## src/hw/potm_pkg.sv

```systemverilog
// Constants, register map and mode encoding for the panel output stage.
// Assumes a 32-bit APB register bus and a single 20 MHz clock.
package potm_pkg;

    // Clocking
    localparam int unsigned PCLK_HZ   = 20_000_000;
    localparam int unsigned REF_CLK_HZ = 50_000_000;

    // Register byte offsets
    localparam logic [7:0] CTRL_OFS   = 8'h00;
    localparam logic [7:0] DEST_H_OFS = 8'h04;
    localparam logic [7:0] DEST_V_OFS = 8'h08;
    localparam logic [7:0] SRC_T_OFS  = 8'h0C;
    localparam logic [7:0] DIV_OFS    = 8'h10;
    localparam logic [7:0] BG_OFS     = 8'h14;
    localparam logic [7:0] STATUS_OFS = 8'h18;

    // Control register fields
    localparam int CTRL_MODE_LSB = 0;
    localparam int CTRL_TWO_PIX  = 3;
    localparam int CTRL_EIGHT    = 4;
    localparam int CTRL_B_INV    = 5;
    localparam int CTRL_B_DLY    = 6;
    localparam int CTRL_BIAS     = 7;
    localparam int CTRL_POWER    = 8;
    localparam int CTRL_AUTO_SA  = 9;

    // Writable bits of each register
    localparam logic [31:0] CTRL_MASK = 32'h0000_03FF;
    localparam logic [31:0] PAIR_MASK = 32'h0FFF_0FFF;
    localparam logic [31:0] BG_MASK   = 32'h00FF_FFFF;

    // Reset values
    localparam logic [31:0] CTRL_RST   = 32'h0000_0000;
    localparam logic [31:0] DEST_H_RST = 32'h0280_0320;
    localparam logic [31:0] DEST_V_RST = 32'h01E0_020D;
    localparam logic [31:0] SRC_T_RST  = 32'h020D_0320;
    localparam logic [31:0] DIV_RST    = 32'h0001_0001;
    localparam logic [31:0] BG_RST     = 32'h0000_0000;

    // Line timing in panel pixels
    localparam logic [11:0] HS_WIDTH = 12'h008;
    localparam logic [11:0] H_START  = 12'h010;

    // Display modes
    typedef enum logic [2:0] {
        MODE_NATIVE  = 3'b000,
        MODE_SLOW    = 3'b001,
        MODE_ZOOM    = 3'b010,
        MODE_DOWN    = 3'b011,
        MODE_DEST_SA = 3'b100,
        MODE_SRC_SA  = 3'b101
    } potm_mode_t;

endpackage

```

## src/hw/potm_top.sv

```systemverilog
// Panel output stage: timing generator, pixel lane mapping, shift clocks,
// panel power controls and six display modes behind an APB register file.
// Assumes the sampled pixel stream is synchronous to pclk and that clock
// synthesis hardware outside consumes the lock enable and M/N divisors.
//
// Decided for this implementation: register access over APB and the address map.
`timescale 1ns/1ps

module potm_top (
    input  wire logic        pclk,
    input  wire logic        presetn,
    input  wire logic        psel,
    input  wire logic        penable,
    input  wire logic        pwrite,
    input  wire logic [7:0]  paddr,
    input  wire logic [31:0] pwdata,
    output logic      [31:0] prdata,
    output logic             pready,
    output logic             pslverr,
    input  wire logic [23:0] src_pixel_even,
    input  wire logic [23:0] src_pixel_odd,
    input  wire logic        input_timing_unstable,
    input  wire logic        board_test_enable,
    output logic             pixel_take,
    output logic [47:0]      panel_pixel_bus,
    output logic             panel_data_valid_out,
    output logic             panel_line_sync,
    output logic             panel_frame_start,
    output logic             panel_shift_clock_first,
    output logic             panel_shift_clock_second,
    output logic             panel_bias_on,
    output logic             panel_power_on,
    output logic             zoom_enable,
    output logic             synth_lock_enable,
    output logic [15:0]      synth_div_m,
    output logic [15:0]      synth_div_n
);

    typedef struct packed {
        logic [31:0]         ctrl;
        logic [31:0]         dest_h;
        logic [31:0]         dest_v;
        logic [31:0]         src_t;
        logic [31:0]         div;
        logic [31:0]         bg;
        potm_pkg::potm_mode_t mode_act;
        logic                fallback;
        logic [1:0]          slot;
        logic [11:0]         hcnt;
        logic [11:0]         vcnt;
        logic                clk_a;
        logic                clk_a_d;
        logic [47:0]         pdata;
        logic                de;
        logic                hs;
        logic                vs;
        logic [31:0]         rdata;
        logic                err;
    } potm_state_t;

    potm_state_t s;
    potm_state_t next_s;

    logic        two_pix;
    logic        eight;
    logic        tick;
    logic [11:0] htot;
    logic [11:0] vtot;
    logic [11:0] hact;
    logic [11:0] vact;
    logic        active;
    logic        use_input;
    logic        wrap_h;
    logic        wrap_v;
    logic [23:0] pix_e;
    logic [23:0] pix_o;
    logic [23:0] bar_e;
    logic [23:0] bar_o;
    logic        setup;
    logic        mapped;

    // Lane mapping of one or two 24-bit pixels onto the panel bus
    function automatic logic [47:0] potm_map(input logic [23:0] e, input logic [23:0] o,
                                             input logic two, input logic eb);
        logic [47:0] b;
        b = 48'h0000_0000_0000;
        b[5:0]   = e[23:18];
        b[11:6]  = e[15:10];
        b[17:12] = e[7:2];
        // Odd pixel lanes stay clear unless two pixels go out per clock
        if (two) begin
            b[23:18] = o[23:18];
            b[29:24] = o[15:10];
            b[35:30] = o[7:2];
        end
        if (eb) begin
            b[37:36] = e[17:16];
            b[39:38] = e[9:8];
            b[41:40] = e[1:0];
            if (two) begin
                b[43:42] = o[17:16];
                b[45:44] = o[9:8];
                b[47:46] = o[1:0];
            end
        end
        return b;
    endfunction

    // Format selection from the control register, timing selection from the active mode
    always_comb begin
        two_pix = s.ctrl[potm_pkg::CTRL_TWO_PIX];
        eight   = s.ctrl[potm_pkg::CTRL_EIGHT];
        // Source stand-alone paces lines and frames from source totals
        if (s.mode_act == potm_pkg::MODE_SRC_SA) begin
            htot = s.src_t[11:0];
            vtot = s.src_t[27:16];
        end else begin
            htot = s.dest_h[11:0];
            vtot = s.dest_v[11:0];
        end
        hact   = s.dest_h[27:16];
        vact   = s.dest_v[27:16];
        // Double pixel spends four cycles per slot, single pixel two
        tick   = two_pix ? (s.slot == 2'b11) : (s.slot == 2'b01);
        wrap_h = (s.hcnt + (two_pix ? 12'h002 : 12'h001)) >= htot;
        wrap_v = (s.vcnt + 12'h001) >= vtot;
        active = (s.vcnt != 12'h000) && (s.vcnt <= vact)
               && (s.hcnt >= potm_pkg::H_START)
               && (s.hcnt < potm_pkg::H_START + hact);
        case (s.mode_act)
            potm_pkg::MODE_NATIVE,
            potm_pkg::MODE_SLOW,
            potm_pkg::MODE_ZOOM,
            potm_pkg::MODE_DOWN:    use_input = 1'b1;
            default:                use_input = 1'b0;
        endcase
    end

    // Pattern generator colour bars and data source choice
    always_comb begin
        bar_e = {{8{s.hcnt[7]}}, {8{s.hcnt[6]}}, {8{s.hcnt[5]}}};
        bar_o = bar_e ^ 24'h00_00FF;
        case (s.mode_act)
            potm_pkg::MODE_DEST_SA: begin
                pix_e = s.bg[23:0];
                pix_o = s.bg[23:0];
            end
            potm_pkg::MODE_SRC_SA: begin
                pix_e = bar_e;
                pix_o = bar_o;
            end
            default: begin
                pix_e = src_pixel_even;
                pix_o = src_pixel_odd;
            end
        endcase
    end

    // Register decode helpers
    assign setup  = psel && !penable;
    assign mapped = (paddr == potm_pkg::CTRL_OFS) || (paddr == potm_pkg::DEST_H_OFS)
                 || (paddr == potm_pkg::DEST_V_OFS) || (paddr == potm_pkg::SRC_T_OFS)
                 || (paddr == potm_pkg::DIV_OFS) || (paddr == potm_pkg::BG_OFS)
                 || (paddr == potm_pkg::STATUS_OFS);

    // Next state: register file, mode latch, timing and panel outputs
    always_comb begin
        next_s = s;
        // APB write takes effect in the access phase
        if (psel && penable && pwrite) begin
            case (paddr)
                potm_pkg::CTRL_OFS:   next_s.ctrl   = pwdata & potm_pkg::CTRL_MASK;
                potm_pkg::DEST_H_OFS: next_s.dest_h = pwdata & potm_pkg::PAIR_MASK;
                potm_pkg::DEST_V_OFS: next_s.dest_v = pwdata & potm_pkg::PAIR_MASK;
                potm_pkg::SRC_T_OFS:  next_s.src_t  = pwdata & potm_pkg::PAIR_MASK;
                potm_pkg::DIV_OFS:    next_s.div    = pwdata;
                potm_pkg::BG_OFS:     next_s.bg     = pwdata & potm_pkg::BG_MASK;
                default:              next_s.err    = s.err;
            endcase
        end
        // Read data and error are captured in the setup phase
        if (setup) begin
            next_s.err = !mapped;
            case (paddr)
                potm_pkg::CTRL_OFS:   next_s.rdata = s.ctrl;
                potm_pkg::DEST_H_OFS: next_s.rdata = s.dest_h;
                potm_pkg::DEST_V_OFS: next_s.rdata = s.dest_v;
                potm_pkg::SRC_T_OFS:  next_s.rdata = s.src_t;
                potm_pkg::DIV_OFS:    next_s.rdata = s.div;
                potm_pkg::BG_OFS:     next_s.rdata = s.bg;
                potm_pkg::STATUS_OFS: next_s.rdata = {4'h0, s.vcnt, 11'h000, s.fallback,
                                                      board_test_enable, s.mode_act};
                default:              next_s.rdata = 32'h0000_0000;
            endcase
        end
        // Slot counter paces panel pixels
        next_s.slot = tick ? 2'b00 : s.slot + 2'b01;
        next_s.clk_a = two_pix ? next_s.slot[1] : next_s.slot[0];
        next_s.clk_a_d = s.clk_a;
        if (tick) begin
            next_s.hcnt = wrap_h ? 12'h000 : s.hcnt + (two_pix ? 12'h002 : 12'h001);
            if (wrap_h) begin
                next_s.vcnt = wrap_v ? 12'h000 : s.vcnt + 12'h001;
                // Frame boundary: new mode applies only here
                if (wrap_v) begin
                    next_s.fallback = s.ctrl[potm_pkg::CTRL_AUTO_SA]
                                    && input_timing_unstable;
                    if (next_s.fallback) begin
                        next_s.mode_act = potm_pkg::MODE_DEST_SA;
                    end else if (s.ctrl[2:0] > 3'b101) begin
                        next_s.mode_act = potm_pkg::MODE_NATIVE;
                    end else begin
                        next_s.mode_act = potm_pkg::potm_mode_t'(s.ctrl[2:0]);
                    end
                end
            end
            // Panel outputs launched on the slot boundary
            next_s.hs = s.hcnt < potm_pkg::HS_WIDTH;
            next_s.vs = (s.vcnt == 12'h000) && (s.hcnt < potm_pkg::HS_WIDTH);
            next_s.de = active;
            if (board_test_enable) begin
                next_s.pdata = s.hcnt[0] ? {12{4'hA}} : {12{4'h5}};
            end else if (active) begin
                next_s.pdata = potm_map(pix_e, pix_o, two_pix, eight);
            end else begin
                next_s.pdata = 48'h0000_0000_0000;
            end
        end
    end

    // State register, all state launched from one clock
    always_ff @(posedge pclk or negedge presetn) begin
        if (!presetn) begin
            // Clear all state, then load the register reset values
            s          <= '0;
            s.ctrl     <= potm_pkg::CTRL_RST;
            s.dest_h   <= potm_pkg::DEST_H_RST;
            s.dest_v   <= potm_pkg::DEST_V_RST;
            s.src_t    <= potm_pkg::SRC_T_RST;
            s.div      <= potm_pkg::DIV_RST;
            s.bg       <= potm_pkg::BG_RST;
            s.mode_act <= potm_pkg::MODE_NATIVE;
        end else begin
            s <= next_s;
        end
    end

    // Register read port; every access completes without wait states
    assign prdata                   = s.rdata;
    assign pready                   = 1'b1;
    assign pslverr                  = psel && penable && s.err;

    // Input pixel consumed at each active slot in the sampled-data modes
    assign pixel_take               = tick && active && use_input;

    // Panel data and timing registered on pclk; data valid is also gated directly by board_test_enable
    assign panel_pixel_bus          = s.pdata;
    assign panel_data_valid_out     = s.de && !board_test_enable;
    assign panel_line_sync          = s.hs;
    assign panel_frame_start        = s.vs;

    // Shift clocks: the second may lag one cycle and be inverted
    assign panel_shift_clock_first  = s.clk_a;
    assign panel_shift_clock_second = (s.ctrl[potm_pkg::CTRL_B_DLY] ? s.clk_a_d : s.clk_a)
                                    ^ s.ctrl[potm_pkg::CTRL_B_INV];

    // Panel power controls follow the control register directly
    assign panel_bias_on            = s.ctrl[potm_pkg::CTRL_BIAS];
    assign panel_power_on           = s.ctrl[potm_pkg::CTRL_POWER];

    // Zoom scaler runs only in zoom mode, never while downscaling
    assign zoom_enable              = (s.mode_act == potm_pkg::MODE_ZOOM);
    // Slow, zoom and downscaling need the synthesizer locked to the sample clock
    // Slow mode relies on that lower panel clock; no line buffer lives here
    // Divisors for a synthesizer fed from the 50 MHz reference
    assign synth_lock_enable        = (s.mode_act == potm_pkg::MODE_SLOW)
                                   || (s.mode_act == potm_pkg::MODE_ZOOM)
                                   || (s.mode_act == potm_pkg::MODE_DOWN);
    assign synth_div_m              = s.div[15:0];
    assign synth_div_n              = s.div[31:16];

endmodule

```

## config.mk

```make
export PLATFORM = sky130hd
export DESIGN_NAME = potm_top
export DESIGN_NICKNAME = d
export VERILOG_FILES = /design/src/hw/potm_pkg.sv /design/src/hw/potm_top.sv
export SDC_FILE = /design/constraint.sdc
export NUM_CORES = 1
export LEC_CHECK = 0
export ABC_AREA = 0
export BUFFER_PORTS_ARGS = -buffer_cell sky130_fd_sc_hd__buf_2
export CORE_ASPECT_RATIO = 0.6
export CORE_UTILIZATION = 40
export DETAILED_ROUTE_END_ITERATION = 16
export GPL_ROUTABILITY_DRIVEN = 0
export PLACE_DENSITY = 0.61
export SLEW_MARGIN = 20
export SYNTH_ARGS = -nofsm -noshare
export SYNTH_HDL_FRONTEND = slang
export SYNTH_SLANG_ARGS = --single-unit
export TNS_END_PERCENT = 50
```

## constraint.sdc

```tcl
create_clock -name pclk -period 7.39 [get_ports pclk]
set_clock_uncertainty 0.1 [all_clocks]
set_input_delay 0.3695 -clock pclk [delete_from_list [all_inputs] [get_ports pclk]]
set_output_delay 0.3695 -clock pclk [all_outputs]
set_load 0.1 [all_outputs]
```

==> results of run 1 <==
[power by group]
group	leakage, nW	internal [mW]	switching [mW]
Sequential	3.38	1.46	0.0632
Clock	0.473	0.885	0.581
Combinational	4.02	0.217	0.683
Total	7.87	2.56	1.33
[registers in the layout, indices dropped and copies added, names as in the netlist]
name	cells
eight	1
panel_bias_on	1
prdata	32
panel_frame_start	1
bar_e	3
panel_line_sync	1
synth_div_m	16
hact	12
s	121
synth_div_n	16
panel_pixel_bus	48
panel_shift_clock_first	1
panel_power_on	1
[synth_stat cells (all sizes together) (5+ instances only)]
| library cell | instances | area (um2) |
|---|---|---|
| a211oi | 5 | 37.5 |
| xor2 | 9 | 78.8 |
| dfrtp | 232 | 5810 |
| and3 | 14 | 87.6 |
| o211ai | 14 | 105 |
| ha | 52 | 651 |
| mux4 | 6 | 135 |
| mux2i | 28 | 280 |
| nand2b | 8 | 50.1 |
| a22oi | 12 | 90.1 |
| nand2 | 71 | 288 |
| xnor2 | 20 | 175 |
| buf | 145 | 1060 |
| dfstp | 22 | 578 |
| o21ai | 87 | 435 |
| nor2b | 9 | 56.3 |
| nor4 | 7 | 88.8 |
| inv | 48 | 180 |
| mux2 | 155 | 1860 |
| nand4 | 6 | 37.5 |
| clkbuf | 50 | 188 |
| a21o | 13 | 97.6 |
| a22o | 25 | 219 |
| nor2 | 40 | 150 |
| a222oi | 22 | 220 |
| nor3 | 12 | 65.1 |
| nand3 | 17 | 85.1 |
| a21oi | 96 | 480 |
| o31ai | 37 | 278 |
[logic make-up (layout without fill, tap and decap cells)]
logic type	after synthesis	in the layout	share of synthesized area, %
buf+inv	244	336	10.0
fa+ha+maj	53	53	4.71
mux	189	189	16.0
flops	254	254	44.8
xor+xnor	29	29	1.78
simple gates	200	200	7.36
compound gates	337	337	15.3
other cells	1	1	0.0263
[per-stage QoR]
stage          cell area (um2)  setup WS [ns]
6_report                 15800           3.17
5_1_grt                  15800           3.00
4_1_cts                  15800           3.19
3_5_place_dp             14800           3.43
3_3_place_gp             14800           3.49
2_1_floorplan            14200           2.58
[layer usage]
layer | wire length [um] | vias up | GRT usage [%] | share of wire (%)
met3 | 3930 | 53 | 5.94 | 8.9
li1 | - | 4777 | - | -
met5 | 34 | - | 0 | 0.077
met4 | 850 | 4 | 5.09 | 1.9
met1 | 21600 | 5462 | 38.2 | 49
met2 | 17800 | 440 | 32.6 | 40
[worst register-to-register path: stages (launching register included)]
cell and delay [ns]:
dfrtp_1 0.97, nand2_1 0.10, buf_4 0.31, mux2i_1 0.32
ha_1 0.30, a211oi_1 0.23, o21ai_0 0.12, o32a_1 0.52
a211oi_1 0.72, mux2_2 0.30
[cell type report]
cell class,instances,share of cell area (%)
flip-flops and latches,254,40.3
clock buffers,37,5.01
well taps,467,3.69
multi-input cells,809,40.7
repair buffers,239,8.11
clock inverters,11,0.996
inverters,49,1.16
[worst paths after layout]
path                                         startpoint                  end  cells after the start
worst max-delay path                            hact[4]           pixel_take                     11
worst min-delay path                          pwdata[2]               s[278]                      3
worst max register to register                   s[113]                s[86]                      9
worst min register to register  panel_shift_clock_first                s[84]                      0
max in group asynchronous                       presetn                s[91]                      3
min in group asynchronous                       presetn  panel_pixel_bus[36]                      2
==> impl_metrics.csv, run 1 <==
group,metric,value,unit
finish,drive_above_1_share,33.3,%
critical_path,reg2reg_slack,3.33,ns
routing,first_pass_iters,8,
pwr,peakVddDrop,0.000152,V
flow_run,cap_violations,0,
floorplanning,die-area,36400,um2
synth,synth_cell_types,69,
routing,viasPerCell,5.75,
timing,worst_pin_slew,1.19,ns
routing,vias,10700,
timing,setup_tns,0,ns
floorplanning,core_area,35000,um2
finish,final_cell_count_no_fill,1866,
critical_path,critical-path-slowest-cell,"dfrtp_1",
synth,yosysWarnings,0,
clocking,cts-hold-fix-buffers,9,
synth,ys_ff_latch,254,
floorplanning,die_w,246,um
synth,syn_inst,1307,
finish,seq_area,6380,um2
pwr,power,3.89,mW
timing,period_minus_slack,4.22,ns
finish,final_cell_mix,"232 x dfrtp_1, 216 x buf_2, 117 x mux2_2",
clocking,clock-sinks,254,
timing,hold_viol,0,
global_routing,grt_usage,24.2,%
place,placed_cells_incl_taps,1809,
timing,slew_headroom,19.8,%
floorplanning,rows,53,
clocking,postCtsResizedCells,0,
clocking,postCtsSetupBuffers,0,
worst_hold_path,hold_path.class,"in2reg",
critical_path,cp-end-kind,"output port",
critical_path,cp_common_cell,"ha_1",
floorplanning,io_pins,219,
critical_path,max_stage_delay,0.46,ns
clocking,clkLatencyLatePin,0.54,ns
clocking,cts-root-buf,"clkbuf_16",
routing,dr.first_iter.drc_count,1096,
global_routing,antenna_found_initial,2,
finish,diodes,0,
routing,drt-total-wl,44100,um
place,io_buffer_count,217,
global_routing,grt.overflow.total,0,
critical_path,critical_path.max_fanout,31,
synth,synth_top_flop_cell,"dfrtp_1",
finish,final_core_util,45.2,%
clocking,cts_tree,"built",
critical_path,worstPathRequired,6.92,ns
timing,fmax,0.237,GHz
routing,post-route-drc-count,0,
clocking,cts_max_level,1,
global_routing,grt_pass1_vias,10300,
clocking,cts_made_buffers,26,
finish,fill_cells,3328,
synth,seq_area_frac_synth,44.8,%
pwr,leakagePower,7.87,nW
floorplanning,initial_core_util,40.7,%
place,dp_hpwl,32000,um
critical_path,cp_top_family,"compound AO/OA/AOI/OAI gates",
routing,post_drt_wl_per_cell,23.7,um
timing,setup-violations-final,0,
global_routing,grt_pass1_wl,66500,um
critical_path,critPathLaunchType,"register",
synth,synth-async-reset-ratio,100,%
timing,fin_crit_sh,57.0,%
synth,synth-edff-count,0,
timing,rsz0062_at_grt,"no",
synth,syn_avg_cell_area,10.9,um2
floorplanning,die_h,148,um
outcome,status,"finished, final reports clean",
critical_path,crit_chain,"ha_1 > xnor2_1 > ha_1 > and4_1 > a2111oi_0 > o21ai_0 > a21o_1 > or2_1 > buf_4 > nor3_1 > buf_2",
finish,multi_input_area,6440,um2
timing,fin_hold_ws,0.0323,ns
finish,mostFrequentLayoutCell,"dfrtp_1",
finish,synthToLayoutAreaGrowth,11.1,%
synth,synth.cell_area,14200,um2
synth,syn_nets,1455,
timing,slew_viol_final,0,
global_routing,grt_max_degree,117,
clocking,clk_pin_slew,0.07,ns
critical_path,worst-setup-path-type,"reg2out",
critical_path,cp_data_arrival_time,3.75,ns
clocking,cts_buffer_depth,3,
routing,ant_nets,0,
finish,nNetsFinal,1527,
pwr,powerDensity,245,nW/um2
critical_path,path_buf_inv,2,
Power figures use the tool's default switching activity.
==> run 2: changes to the inputs <==
ABC_AREA = 1   (was 0)
PLACE_DENSITY = 0.62   (was 0.61)
clock period = 3.67 ns   (was 7.39 ns; I/O delays follow)
==> impl_metrics.csv, run 2 <==
group,metric,value,unit
finish,final_cell_mix,"693 x nand2_1, 247 x inv_1, 231 x dfrtp_1",
pwr,peakVddDrop,0.000332,V
critical_path,critical_path.max_fanout,4,
timing,setup_tns,0,ns
timing,hold_viol,0,
global_routing,grt_max_degree,88,
outcome,status,"finished, final reports clean",
finish,drive_above_1_share,15.4,%
critical_path,cp_data_arrival_time,3.18,ns
critical_path,critPathLaunchType,"register",
synth,synth.cell_area,15300,um2
critical_path,crit_chain,"inv_1 > nor3_4 > nand3_2 > nor3_2 > xor2_1 > ha_1 > nand2_1 > inv_1 > nand2_1 > nand2_1 > nor2_1 > nand3_1 > nor2_2 > nand3_2 > nor2_2 > buf_12",
critical_path,critical-path-slowest-cell,"dfrtp_2",
critical_path,path_buf_inv,3,
routing,drt-total-wl,53500,um
timing,fmax,0.289,GHz
timing,slew_headroom,34.5,%
floorplanning,io_pins,219,
synth,synth-edff-count,0,
synth,synth_top_area_share,37.9,%
synth,syn_nets,2262,
global_routing,grt_pass1_wl,80800,um
timing,slew_viol_final,0,
routing,viasPerCell,5.24,
place,io_buffer_count,217,
routing,post_drt_wl_per_cell,19.2,um
clocking,clkLatencyLatePin,0.59,ns
flow_run,cap_violations,0,
global_routing,grt.overflow.total,0,
synth,seq_area_frac_synth,41.6,%
critical_path,worst-setup-path-type,"reg2out",
pwr,powerDensity,463,nW/um2
clocking,cts-root-buf,"clkbuf_16",
synth,ys_ff_latch,254,
place,dp_hpwl,39700,um
place,placed_cells_incl_taps,2672,
critical_path,cp_common_cell,"nand2_1",
routing,dr.first_iter.drc_count,2029,
timing,rsz0062_at_grt,"no",
floorplanning,die-area,39100,um2
synth,synth-async-reset-ratio,100,%
clocking,cts_made_buffers,27,
global_routing,grt_usage,27.1,%
critical_path,cp_top_family,"simple AND/OR/NAND/NOR gates",
synth,yosysMostFrequentCell,"nand2_1",
timing,fin_crit_sh,94.3,%
clocking,clock-sinks,254,
critical_path,cp-end-kind,"output port",
synth,synth_cell_types,44,
synth,synthTopCellsByCount,"694 x nand2_1, 247 x inv_1, 232 x dfrtp_1, 179 x o21ai_0, 142 x nor2_1",
routing,first_pass_iters,6,
critical_path,worstPathRequired,3.39,ns
pwr,leakagePower,9.41,nW
global_routing,grt_pass1_vias,13500,
floorplanning,rows,55,
synth,synth_top_flop_cell,"dfrtp_1",
synth,synth.top_cells.by_area,"dfrtp_1 38%, nand2_1 17%, inv_1 6.0%",
synth,yosysWarnings,0,
floorplanning,core_area,37700,um2
finish,largest_register,"s",
finish,final_cell_count_no_fill,2791,
critical_path,max_stage_delay,0.41,ns
floorplanning,die_w,255,um
routing,vias,14600,
global_routing,antenna_found_initial,0,
floorplanning,die_h,154,um
timing,worst_pin_slew,0.973,ns
finish,largest_reg_flops,121,
clocking,cts_tree,"built",
synth,syn_avg_cell_area,7.25,um2
clocking,cts_max_level,1,
worst_hold_path,hold_path.class,"in2reg",
routing,post-route-drc-count,0,
clocking,clk_pin_slew,0.06,ns
timing,setup-violations-final,0,
finish,mostFrequentLayoutCell,"nand2_1",
finish,final_core_util,47.0,%
finish,synthToLayoutAreaGrowth,15.6,%
timing,period_minus_slack,3.46,ns
synth,syn_inst,2114,
synth,synth_largest_area_cell,"dfrtp_1",
clocking,cts_buffer_depth,3,
pwr,power,8.21,mW
timing,fin_hold_ws,0.0487,ns
floorplanning,initial_core_util,40.6,%
routing,ant_nets,0,
finish,nNetsFinal,2405,
## run 2: changes by cell type after synthesis, moves of 54 or more
cell and change:
a21oi_1 -64, inv_1 +199, mux2_2 -116, nand2_1 +626, nand3_1 +84, nand4_1 +54
nor2_1 +102, o21ai_0 +93
## run 2: cell families (layout without fill, tap and decap cells)
group	count (synthesis)	count (layout)	synth area share (%)
simple gates	1039	1039	28.3
buf+inv	464	627	14.7
compound gates	274	274	9.25
flops	254	254	41.6
fa+ha+maj	53	53	4.38
xor+xnor	17	17	0.971
mux	12	12	0.792
other cells	1	2	0.0245
## run 2: path summary, 6_finish.rpt
check / depth (start not counted) / slack, ns / start / to
setup / recovery: 16 / 0.21 / hact[4] / pixel_take
hold / removal: 5 / 0.05 / src_pixel_odd[22] / panel_pixel_bus[22]
setup reg to reg: 22 / 0.42 / s[279] / s[87]
hold reg to reg: 0 / 0.33 / panel_shift_clock_first / s[84]
max in group asynchronous: 3 / 2.38 / presetn / s[249]
min in group asynchronous: 2 / 0.09 / presetn / prdata[28]
## run 2: per-layer routing
layer  part of all wire (%)  GRT usage [%]  vias to the layer above
met5                      0              0                        -
li1                       -              -                     6838
met4                    2.1           5.93                        0
met3                     13           9.28                       97
met2                     39           36.1                      743
met1                     46           41.3                     6959
## run 2: stage by stage
step / worst slack (ns) / area, um2
after floorplan: 0.418 / 15300
after global placement: 0.461 / 16100
after detailed placement: 0.450 / 16100
after CTS: 0.0151 / 17700
after global routing: 0.000543 / 17700
final: 0.211 / 17700
## run 2: layout make-up
| type | instances | area, um2 |
|---|---|---|
| multi-input cells | 1396 | 6740 |
| clock inverters | 5 | 115 |
| well taps | 513 | 642 |
| inverters | 256 | 961 |
| fillers | 3875 | 20000 |
| flip-flops and latches | 254 | 6380 |
| repair buffers | 322 | 2100 |
| diodes | 1 | 2.50 |
| clock buffers | 44 | 779 |
## run 2: report_power, final
group          total (mW)  internal, mW  switching (mW)  leakage, nW
logic                2.29         0.471            1.81         5.61
clock network        2.85          1.66            1.19        0.433
registers            3.07          2.96           0.119         3.37
## run 2: repair_timing
item / in CTS / in global routing
resized for setup: 0 / 6
hold endpoints to repair: 259 / 0
setup endpoints to repair: 0 / 1
hold buffers: 69 / 0
buffers inserted: 0 / 0
## run 2: worst min-delay path, delay by kind of cell
family | cells | cell delay (ns)
simple gates | 2 | 0.18
compound gates | 2 | 0.19
buf+inv | 1 | 0.10
